[config.mk]
export PLATFORM = sky130hd
export DESIGN_NAME = bstbe_core
export DESIGN_NICKNAME = d
export VERILOG_FILES = /design/src/hdl/bstbe_pkg.sv /design/src/hdl/bstbe_phase.sv /design/src/hdl/bstbe_core.sv
export SDC_FILE = /design/constraint.sdc
export NUM_CORES = 1
export LEC_CHECK = 0
export ABC_AREA = 1
export BUFFER_PORTS_ARGS = -buffer_cell sky130_fd_sc_hd__buf_2
export CAP_MARGIN = 20
export CORE_MARGIN = 3
export CORE_UTILIZATION = 35
export CTS_CLUSTER_DIAMETER = 40
export DETAILED_ROUTE_END_ITERATION = 7
export GPL_ROUTABILITY_DRIVEN = 0
export GPL_TIMING_DRIVEN = 0
export HOLD_SLACK_MARGIN = 0.1
export SLEW_MARGIN = 20
export SYNTH_ARGS = -nofsm -noshare
export SYNTH_HDL_FRONTEND = slang
export SYNTH_SLANG_ARGS = --single-unit
[constraint.sdc]
create_clock -name clk -period 3.7 [get_ports clk]
set_input_delay 0.185 -clock clk [delete_from_list [all_inputs] [get_ports clk]]
set_output_delay 0.185 -clock clk [all_outputs]
set_load 0.02 [all_outputs]
[src/hdl/bstbe_pkg.sv]
// Constants for the bit test, bit invert and branch-on-zero executor
`default_nettype none
package bstbe_pkg;
  localparam logic [3:0] OPC_BTSS = 4'hA;
  localparam logic [3:0] OPC_BINV = 4'h7;
  localparam logic [7:0] OPC_BRZ = 8'hE0;
  localparam logic [7:0] ILO_MAX = 8'h5F;
  localparam logic [20:0] PC_RESET = 21'h000000;
  localparam logic [1:0] PH_DECODE = 2'h0;
  localparam logic [1:0] PH_READ = 2'h1;
  localparam logic [1:0] PH_PROC = 2'h2;
  localparam logic [1:0] PH_WRITE = 2'h3;
  typedef enum logic [1:0] {BSTBE_EXEC, BSTBE_FLUSH} bstbe_state_t;
endpackage : bstbe_pkg
`default_nettype wire

[src/hdl/bstbe_phase.sv]
// Four-phase generator splitting each instruction cycle
`timescale 1ns/100ps
`default_nettype none
module bstbe_phase (
  input wire logic clk, // Core clock
  input wire logic rst_n, // Synchronous reset, active low
  output logic [1:0] phase, // Current phase 0..3
  output logic cycle_end // High in last phase
);
  always_ff @(posedge clk)
  begin
    if (!rst_n)
      phase <= bstbe_pkg::PH_DECODE;
    else
      phase <= phase + 2'h1;
  end
  assign cycle_end = (phase == bstbe_pkg::PH_WRITE);
endmodule : bstbe_phase
`default_nettype wire

[src/hdl/bstbe_core.sv]
// Executor for bit test skip, bit invert and branch on zero
// Operation
// - Opcode 1010 bbba ffff ffff tests file bit, skips next instruction if one
// - A skip wastes one idle cycle per word of the skipped instruction
// - Bit zero falls through to next instruction; bit one passes over it
// - Opcode 0111 bbba ffff ffff inverts just that bit, flags untouched
// - Access bit zero picks access bank; one uses bank select register
// - Access zero, extended set, address up to 95 uses indexed literal offset
// - Taken branch-on-zero loads PC with PC + 2 + 2n
// - Branch-on-zero opcode 1110 0000 with signed eight-bit offset
// - Branch-on-zero takes one cycle untaken, two when taken
`timescale 1ns/100ps
`default_nettype none
module bstbe_core (
  input wire logic clk, // Core clock
  input wire logic rst_n, // Synchronous reset, active low
  input wire logic [15:0] instr, // Instruction word at PC
  input wire logic [1:0] next_words, // Words of following instruction, 1..3
  input wire logic zero_flag, // Status zero flag
  input wire logic ext_set_en, // Extended instruction set enabled
  input wire logic [5:0] bank_select_register, // Bank for access bit one
  input wire logic [13:0] fsr2_base, // Base for indexed literal offset
  input wire logic [7:0] rd_data, // Data memory read data
  output logic [13:0] mem_addr, // Data memory address
  output logic mem_rd, // Read strobe, phase two
  output logic mem_wr, // Write strobe, phase 0 of the next cycle
  output logic [7:0] wr_data, // Data memory write data
  output logic [20:0] pc, // Program counter (byte address)
  output logic idle_cycle, // Current cycle is a flush cycle
  output logic exec_valid // One-cycle pulse at instruction retire
);
  logic [1:0] phase;
  logic cycle_end;
  bstbe_pkg::bstbe_state_t state;
  logic [1:0] flush_left;
  logic [7:0] rd_latch;
  logic [15:0] ir;
  logic [20:0] pc_target;

  bstbe_phase u_phase (
    .clk(clk),
    .rst_n(rst_n),
    .phase(phase),
    .cycle_end(cycle_end)
  );

  wire is_btss = (ir[15:12] == bstbe_pkg::OPC_BTSS);
  wire is_binv = (ir[15:12] == bstbe_pkg::OPC_BINV);
  wire is_brz = (ir[15:8] == bstbe_pkg::OPC_BRZ);
  wire [2:0] bit_idx = ir[11:9];
  wire acc = ir[8];
  wire [7:0] f_addr = ir[7:0];
  wire use_ilo = !acc && ext_set_en && (f_addr <= bstbe_pkg::ILO_MAX);
  // Access bank: low half in bank 0, high half maps to SFR top bank
  wire [13:0] acc_addr = f_addr[7] ? {6'h3F, f_addr} : {6'h00, f_addr};
  wire [13:0] ilo_addr = fsr2_base + {6'h00, f_addr};
  wire [13:0] eff_addr = acc ? {bank_select_register, f_addr} : (use_ilo ? ilo_addr : acc_addr);
  wire [7:0] bit_mask = 8'h01 << bit_idx;
  wire bit_set = |(rd_latch & bit_mask);
  wire [20:0] pc_inc = pc + 21'h000002;
  // Offset sign extended and doubled
  wire [20:0] br_off = {{12{ir[7]}}, ir[7:0], 1'b0};
  wire brz_taken = is_brz && zero_flag;
  wire skip = is_btss && bit_set;
  wire in_exec = (state == bstbe_pkg::BSTBE_EXEC);
  // Flush count: skip wastes words of next instr, taken branch wastes one
  wire [1:0] flush_cnt = skip ? next_words : 2'h1;
  wire [20:0] skip_pc = pc_inc + {18'h00000, next_words, 1'b0};

  always_ff @(posedge clk)
  begin
    if (!rst_n)
    begin
      state <= bstbe_pkg::BSTBE_EXEC;
      flush_left <= 2'h0;
      rd_latch <= 8'h00;
      ir <= 16'h0000;
      pc <= bstbe_pkg::PC_RESET;
      pc_target <= bstbe_pkg::PC_RESET;
      mem_addr <= 14'h0000;
      mem_rd <= 1'b0;
      mem_wr <= 1'b0;
      wr_data <= 8'h00;
      idle_cycle <= 1'b0;
      exec_valid <= 1'b0;
    end
    else
    begin
      mem_rd <= 1'b0;
      mem_wr <= 1'b0;
      exec_valid <= 1'b0;
      case (state)
        bstbe_pkg::BSTBE_EXEC:
        begin
          case (phase)
            bstbe_pkg::PH_DECODE:
            begin
              ir <= instr;
            end
            bstbe_pkg::PH_READ:
            begin
              mem_addr <= eff_addr;
              mem_rd <= is_btss || is_binv;
            end
            bstbe_pkg::PH_PROC:
            begin
              rd_latch <= rd_data;
            end
            default:
            begin
              // Invert write strobe rises at the next edge, so the write lands in the following cycle's first phase
              if (is_binv)
              begin
                wr_data <= rd_latch ^ bit_mask;
                mem_wr <= 1'b1;
              end
              exec_valid <= 1'b1;
              if (skip || brz_taken)
              begin
                pc_target <= skip ? skip_pc : pc_inc + br_off;
                pc <= pc_inc;
                flush_left <= flush_cnt;
                idle_cycle <= 1'b1;
                state <= bstbe_pkg::BSTBE_FLUSH;
              end
              else
                pc <= pc_inc;
            end
          endcase
        end
        default:
        begin
          if (cycle_end)
          begin
            flush_left <= flush_left - 2'h1;
            if (flush_left == 2'h1)
            begin
              pc <= pc_target;
              idle_cycle <= 1'b0;
              state <= bstbe_pkg::BSTBE_EXEC;
            end
          end
        end
      endcase
    end
  end

  property p_binv_write;
    @(posedge clk) disable iff (!rst_n)
    (in_exec && phase == bstbe_pkg::PH_WRITE && is_binv) |=>
      (mem_wr && wr_data == ($past(rd_latch) ^ $past(bit_mask)));
  endproperty
  a_binv_write: assert property (p_binv_write) else $error("invert write wrong");

  property p_no_wr_other;
    @(posedge clk) disable iff (!rst_n)
    (in_exec && phase == bstbe_pkg::PH_WRITE && !is_binv) |=> !mem_wr;
  endproperty
  a_no_wr_other: assert property (p_no_wr_other) else $error("stray write");

  property p_rd_phase;
    @(posedge clk) disable iff (!rst_n)
    mem_rd |-> ($past(phase) == bstbe_pkg::PH_READ);
  endproperty
  a_rd_phase: assert property (p_rd_phase) else $error("read out of phase");

  property p_bank;
    @(posedge clk) disable iff (!rst_n)
    (in_exec && phase == bstbe_pkg::PH_READ && acc) |=> (mem_addr == {$past(bank_select_register), $past(f_addr)});
  endproperty
  a_bank: assert property (p_bank) else $error("bank address wrong");

  property p_ilo;
    @(posedge clk) disable iff (!rst_n)
    (in_exec && phase == bstbe_pkg::PH_READ && use_ilo) |=> (mem_addr == $past(ilo_addr));
  endproperty
  a_ilo: assert property (p_ilo) else $error("indexed address wrong");

  property p_noskip;
    @(posedge clk) disable iff (!rst_n)
    (in_exec && phase == bstbe_pkg::PH_WRITE && is_btss && !bit_set) |=> (pc == $past(pc) + 21'h000002 && !idle_cycle);
  endproperty
  a_noskip: assert property (p_noskip) else $error("no-skip pc wrong");

  property p_skip_one;
    @(posedge clk) disable iff (!rst_n)
    (in_exec && phase == bstbe_pkg::PH_WRITE && skip && next_words == 2'h1) |=> idle_cycle [*4] ##1 !idle_cycle;
  endproperty
  a_skip_one: assert property (p_skip_one) else $error("skip length wrong");

  property p_brz_taken;
    @(posedge clk) disable iff (!rst_n)
    (in_exec && phase == bstbe_pkg::PH_WRITE && brz_taken) |=>
      idle_cycle [*4] ##1 (pc == $past(pc, 5) + 21'h000002 + $past(br_off, 5));
  endproperty
  a_brz_taken: assert property (p_brz_taken) else $error("branch target wrong");

  property p_brz_not;
    @(posedge clk) disable iff (!rst_n)
    (in_exec && phase == bstbe_pkg::PH_WRITE && is_brz && !zero_flag) |=> !idle_cycle;
  endproperty
  a_brz_not: assert property (p_brz_not) else $error("untaken branch stalled");

  // The three-word skip splits into runs of 8 and 4 so each repeat stays cheap to unroll
  property p_skip_two;
    @(posedge clk) disable iff (!rst_n)
    (in_exec && phase == bstbe_pkg::PH_WRITE && skip && next_words == 2'h2) |=> idle_cycle [*8] ##1 !idle_cycle;
  endproperty
  a_skip_two: assert property (p_skip_two) else $error("two word skip length wrong");

  property p_skip_three;
    @(posedge clk) disable iff (!rst_n)
    (in_exec && phase == bstbe_pkg::PH_WRITE && skip && next_words == 2'h3) |=>
      idle_cycle [*8] ##1 idle_cycle [*4] ##1 !idle_cycle;
  endproperty
  a_skip_three: assert property (p_skip_three) else $error("three word skip length wrong");

  property p_skip_target;
    @(posedge clk) disable iff (!rst_n)
    (in_exec && phase == bstbe_pkg::PH_WRITE && skip && next_words == 2'h1) |=>
      idle_cycle [*4] ##1 (pc == $past(pc, 5) + 21'h000004);
  endproperty
  a_skip_target: assert property (p_skip_target) else $error("skip landing pc wrong");

  property p_rd_strobe;
    @(posedge clk) disable iff (!rst_n)
    (in_exec && phase == bstbe_pkg::PH_READ && (is_btss || is_binv)) |=> mem_rd;
  endproperty
  a_rd_strobe: assert property (p_rd_strobe) else $error("missing read strobe");
endmodule : bstbe_core
`default_nettype wire

# Word level (Yosys, flattened, before mapping)
# Cells that the tools add are included.
# W data, S select, Z words.
[op_classes] addsub=6 magnitude_cmp=1 n_eq_ne=9 shift=1 n_mux=25 bitwise=5 n_reduce_logical=24
[ops] operator="$mux W21" n=5
[ops] operator="$mux W14" n=3
[ops] operator="$add A21 B2 Y21 const B" n=1
[ops] operator="$add A21 B21 Y21" n=1
[ops] operator="$add A21 B3 Y21" n=1
[ops] operator="$mux W2" n=10
[ops] operator="$reduce_and A3 Y1" n=5
[ops] operator="$add A14 B8 Y14" n=1
[ops] operator="$and A8 B8 Y8" n=1
[ops] operator="$eq A8 B8 Y1 const B" n=1
[ops] operator="$le A8 B7 Y1 const B" n=1
[ops] operator="$reduce_and A2 Y1" n=4
[ops] operator="$reduce_or A8 Y1" n=1
[ops] operator="$shl A1 B3 Y8 const A" n=1
[ops] operator="$xor A8 B8 Y8" n=1
[ops] operator="$mux W1" n=7
[ops] operator="$reduce_or A5 Y1" n=1
[ops] operator="$eq A2 B1 Y1 const B" n=2
[ops] operator="$eq A2 B2 Y1 const B" n=2
[ops] operator="$eq A4 B3 Y1 const B" n=1
[ops] operator="$eq A4 B4 Y1 const B" n=1
[ops] operator="$logic_and A1 B1 Y1" n=4
[ops] operator="$logic_not A2 Y1" n=2
[ops] operator="$reduce_and A4 Y1" n=1
[ops] operator="9 further kinds" n=13
[totals] reg_bits=98 input_bits=50 output_inout_bits=47 wordCells=84

# Logic depth before layout (Yosys ltp)
[depth] depth_word=8 mapped_depth=22 ltp_nobuf=22

# Cells and area by module
# Synthesis repeated with hierarchy kept, for this count alone.
[hier_totals] hier_cells=878 area_unflattened_um2=5944.5
[by_module_without_submodules] module="bstbe_core" instances=1 cells_each=871 area_per_inst_um2=5874.4 seq_area_each_um2=1881.8
[by_module_without_submodules] module="bstbe_phase" instances=1 cells_each=7 area_per_inst_um2=70.1 seq_area_each_um2=40.0

# Worst setup path before layout
# Ideal clock, no wire load.
[synth_timing] path_kind="flip-flop to flip-flop" start="register ir[9]" end="register pc_target[13]" setup_ps=115 arrival_ps=2736 required_ps=3585 slack_ps=849 path_stages_with_launch=21 path_buffers=0 period_less_slack_ps=2851 cell_sequence="dfxtp_1 -> inv_1 -> nor3_1 -> ha_1 -> nor2_1 -> nand2_1 -> o21ai_2 -> or2_2 -> o21ai_0 -> inv_1 -> ha_1 -> fa_1 -> nand3_1 -> nand2_1 -> nand3_1 -> nand2_1 -> nand2_1 -> nand2_1 -> xor2_1 -> o21ai_0 -> inv_1"
[synth_via] elab_chain_len=6 word_cells_on_any_way=9 cone_classes="eq/ne: 1; shift: 1; mux: 1; bitwise: 1; reduce/logical: 5"
[synth_rtl] element="start, declared" line="bstbe_core.sv:37" rtl="logic [15:0] ir;"
[synth_rtl] element="start signal, assigned" line="bstbe_core.sv:98" rtl="ir <= instr;"
[synth_rtl] element="$shl A1 B3 Y8" line="bstbe_core.sv:58" rtl="wire [7:0] bit_mask = 8'h01 << bit_idx;"
[synth_rtl] element="$and A8 B8 Y8" line="bstbe_core.sv:59" rtl="wire bit_set = |(rd_latch & bit_mask);"
[synth_rtl] element="$reduce_or A8 Y1" line="bstbe_core.sv:59"
[synth_rtl] element="$logic_and A1 B1 Y1" line="bstbe_core.sv:64" rtl="wire skip = is_btss && bit_set;"
[synth_rtl] element="$logic_or A1 B1 Y1" line="bstbe_core.sv:118" rtl="if (skip || brz_taken)"
[synth_rtl] element="$reduce_and A3 Y1 (no source line)"
[synth_rtl] element="end signal, assigned" line="bstbe_core.sv:79" rtl="pc_target <= bstbe_pkg::PC_RESET;"
[synth_rtl] element="end signal, assigned" line="bstbe_core.sv:120" rtl="pc_target <= skip ? skip_pc : pc_inc + br_off;"
[synth_rtl] element="end, declared" line="bstbe_core.sv:38" rtl="logic [20:0] pc_target;"
# Parallel ways exist; a longest one is shown, timed or not.
# A chain may end at the register's enable or synchronous reset.

# Final worst setup path
# Same ends and word-level chain as after synthesis.

==> impl_results.md <==
- Number of global-route vias before repair: 5819
- DIE AREA: 0.01931 mm²
- Largest net degree at the start of global routing: 20
- Slew margin rel.: 0.5517
- Drc violations: 0
- Ports: 97
- Core area: 0.01694 mm²
- Hold Crit Class: in -> reg
- Layout Skew: 0.006366 ns
- Post-Syn Nets: 1033
- Drt pass-1 iters: 5
- Status: complete, no violations
- CTS tree: yes
- Worst slew pin tran: 0.6724 ns
- WHS: 0.1166 ns
- Pwr dens: 356.5 mW/mm²
- DR iter-0 viols: 364
- CP Data Required Time: 3.95 ns
- Routed vias: 6226
- WP data arrival: 3.54 ns
- Gr usage total: 0.1883
- CP Class: reg -> reg
- Antenna Diode Count: 0
- RSZ-0062 raised after global routing: no
- Fin crit period: 3.291 ns
- Mean post-synth cell area: 6.588 µm²
- Bufs on Longest Clock Path: 2
- Cells taking the most area after synthesis: dfxtp_1 (31%), nand2_1 (12%), ha_1 (8.5%)
- Ys async rst share: 0
- Core Rows: 47
- Vias/cell: 4.856
- Number of buffers created by CTS: 9
- Flop2flop setup slack: 0.41 ns
- CP endpoint kind: flip-flop
- Commonest non-fill, non-tap cell in the layout: nand2_1
- Initial antenna violation count: 0
- EDFF count, synth: 0
- Lkg Pwr: 3.709 nW
- First-pass GRT wire length: 29.55 mm
- Die Ht: 138.9 µm
- Critical path fanouts, max: 8
- GR Overflow Total: 0
- Flops & latches, synth: 96
- Worst IR Drop VDD: 227.2 µV
- Post-Syn Instances: 939
- Initial Utilization: 0.3652
- Leading area contributor after synthesis: dfxtp_1
- # setup viols final: 0
- Crit start category: flip-flop
- Synth Flop Type: dfxtp_1
- Clock Latency Late Sink: 0.36 ns
- Distinct cell type count of the synthesized netlist: 40
- Port buffer count: 95
- Yosys top cell area share: 0.3107
- WL final: 18.15 mm
- Fin nets: 1151
- Max Clk Rate: 0.3039 GHz
- Final setup TNS: 0 ns
- Area added between synthesis and finish: 18.91%
- Dpl hpwl: 14.39 mm
- Final hold vios: 0
- CTS clk-pin slew, worst paths: 0.08 ns
- Clock tree sinks: 96
- Most frequent cells in the layout: nand2_1 (201), inv_1 (119), nor2_1 (108), buf_2 (101), a21oi_1 (97)
- H-tree levels: 3
- Antenna viol nets, final: 0
- Max-slew violation count: 0
- Root Driver: clkbuf_16
- WL/cell: 14.15 µm
- Post-Syn Area: 0.006186 mm²
- Post-synthesis sequential area ratio: 0.3107
- Share of cells above drive strength 1: 0.1347
- Die width: 138.9 µm
- Fin crit share: 0.8893
- Yosys warnings: 0
- Max-Cap Viols: 0
worst max-delay path: stages (launching register included):
cell and delay (ns):
dfxtp_1 0.36, inv_1 0.16, nor3_1 0.08, ha_1 0.18, nor2_1 0.10, nand2_1 0.08, o21ai_2 0.26, inv_1 0.18
o21ai_1 0.18, inv_1 0.06, ha_1 0.24, fa_1 0.44, nand3_1 0.09, nand2_1 0.10, nand3_1 0.09, nand2_1 0.10
nand2_1 0.08, nand2_1 0.06, xor2_1 0.15, o21ai_0 0.15, inv_1 0.05
registers in the layout (all words and copies together), names as in the netlist, 2 cells and up:
register / count
flush_left: 2
rd_latch: 8
wr_data: 8
pc: 21
u_phase.phase: 2
pc_target: 21
ir: 16
mem_addr: 14
final cells by class:
cell class / instances / area (µm²)
fillers: 1801 / 9580
multi-input cells: 690 / 3669
flip-flops and latches: 96 / 1922
repair buffers: 107 / 595.6
inverters: 124 / 465.4
well taps: 220 / 275.3
clock buffers: 9 / 225.2
plain buffers: 29 / 135.1
clock inverters: 7 / 68.82
cell families after synthesis:
group           share of synthesized area
flops                              0.3107
simple gates                       0.2751
compound gates                     0.1889
fa+ha+maj                         0.09142
buf+inv                           0.09709
xor+xnor                          0.03681
metrics by stage:
stage                     area (µm²)  std cells  power, mW  setup WS, ns    util
after floorplan                 6186        939      1.509        0.8488       -
after detailed placement        6937       1254      1.676        0.3934  0.4096
after global placement          6937       1254      1.673        0.4235  0.4096
after global routing            7356       1282      2.765       0.06449  0.4343
final                           7356       1282      2.622        0.4095  0.4343
after CTS                       7351       1282      2.633        0.3563  0.4340
routing by layer:
metal	GRT usage	vias up	share of wire
met4	0.06076	0	0.021
met1	0.2655	2751	0.50
met5	0	-	0
met2	0.2907	137	0.43
met3	0.03552	29	0.046
li1	-	3309	-
power by group:
group	switching (mW)	leakage [nW]	total (mW)	internal, mW
Sequential	0.0435	0.782	1.13	1.08
Clock	0.477	0.147	0.958	0.481
Combinational	0.347	2.78	0.537	0.190
final timing paths:
| check | from | to | cells past startpoint |
|---|---|---|---|
| worst max-delay path | ir[9] | pc_target[13] | 20 |
| worst min-delay path | instr[1] | ir[1] | 3 |
| worst max register to register | ir[9] | pc_target[13] | 20 |
| worst min register to register | mem_addr[9] | mem_addr[9] | 2 |
synthesized netlist by cell type, types with 4 or more instances:
cell        n
dfxtp_1    96
nor2_1    108
inv_2       5
o211ai_1    6
a221oi_1    5
o21ai_0    88
nor3_1     18
nand2_1   201
buf_2       6
a21oi_1    97
clkbuf_1   16
ha_1       42
xnor2_1    11
nand3_1    47
nand4_1     8
inv_1     119
xor2_1     15
o21bai_1    6
a21o_1      5
nand3b_1    4
what timing repair did:
action                                  in CTS  in global routing
hold buffers                                12                  0
endpoints found under the hold margin       12                  0
resized for setup                            0                  2
setup buffers                                0                  0
endpoints found under the setup margin       0                  2
(Power assumes the default switching activity.)
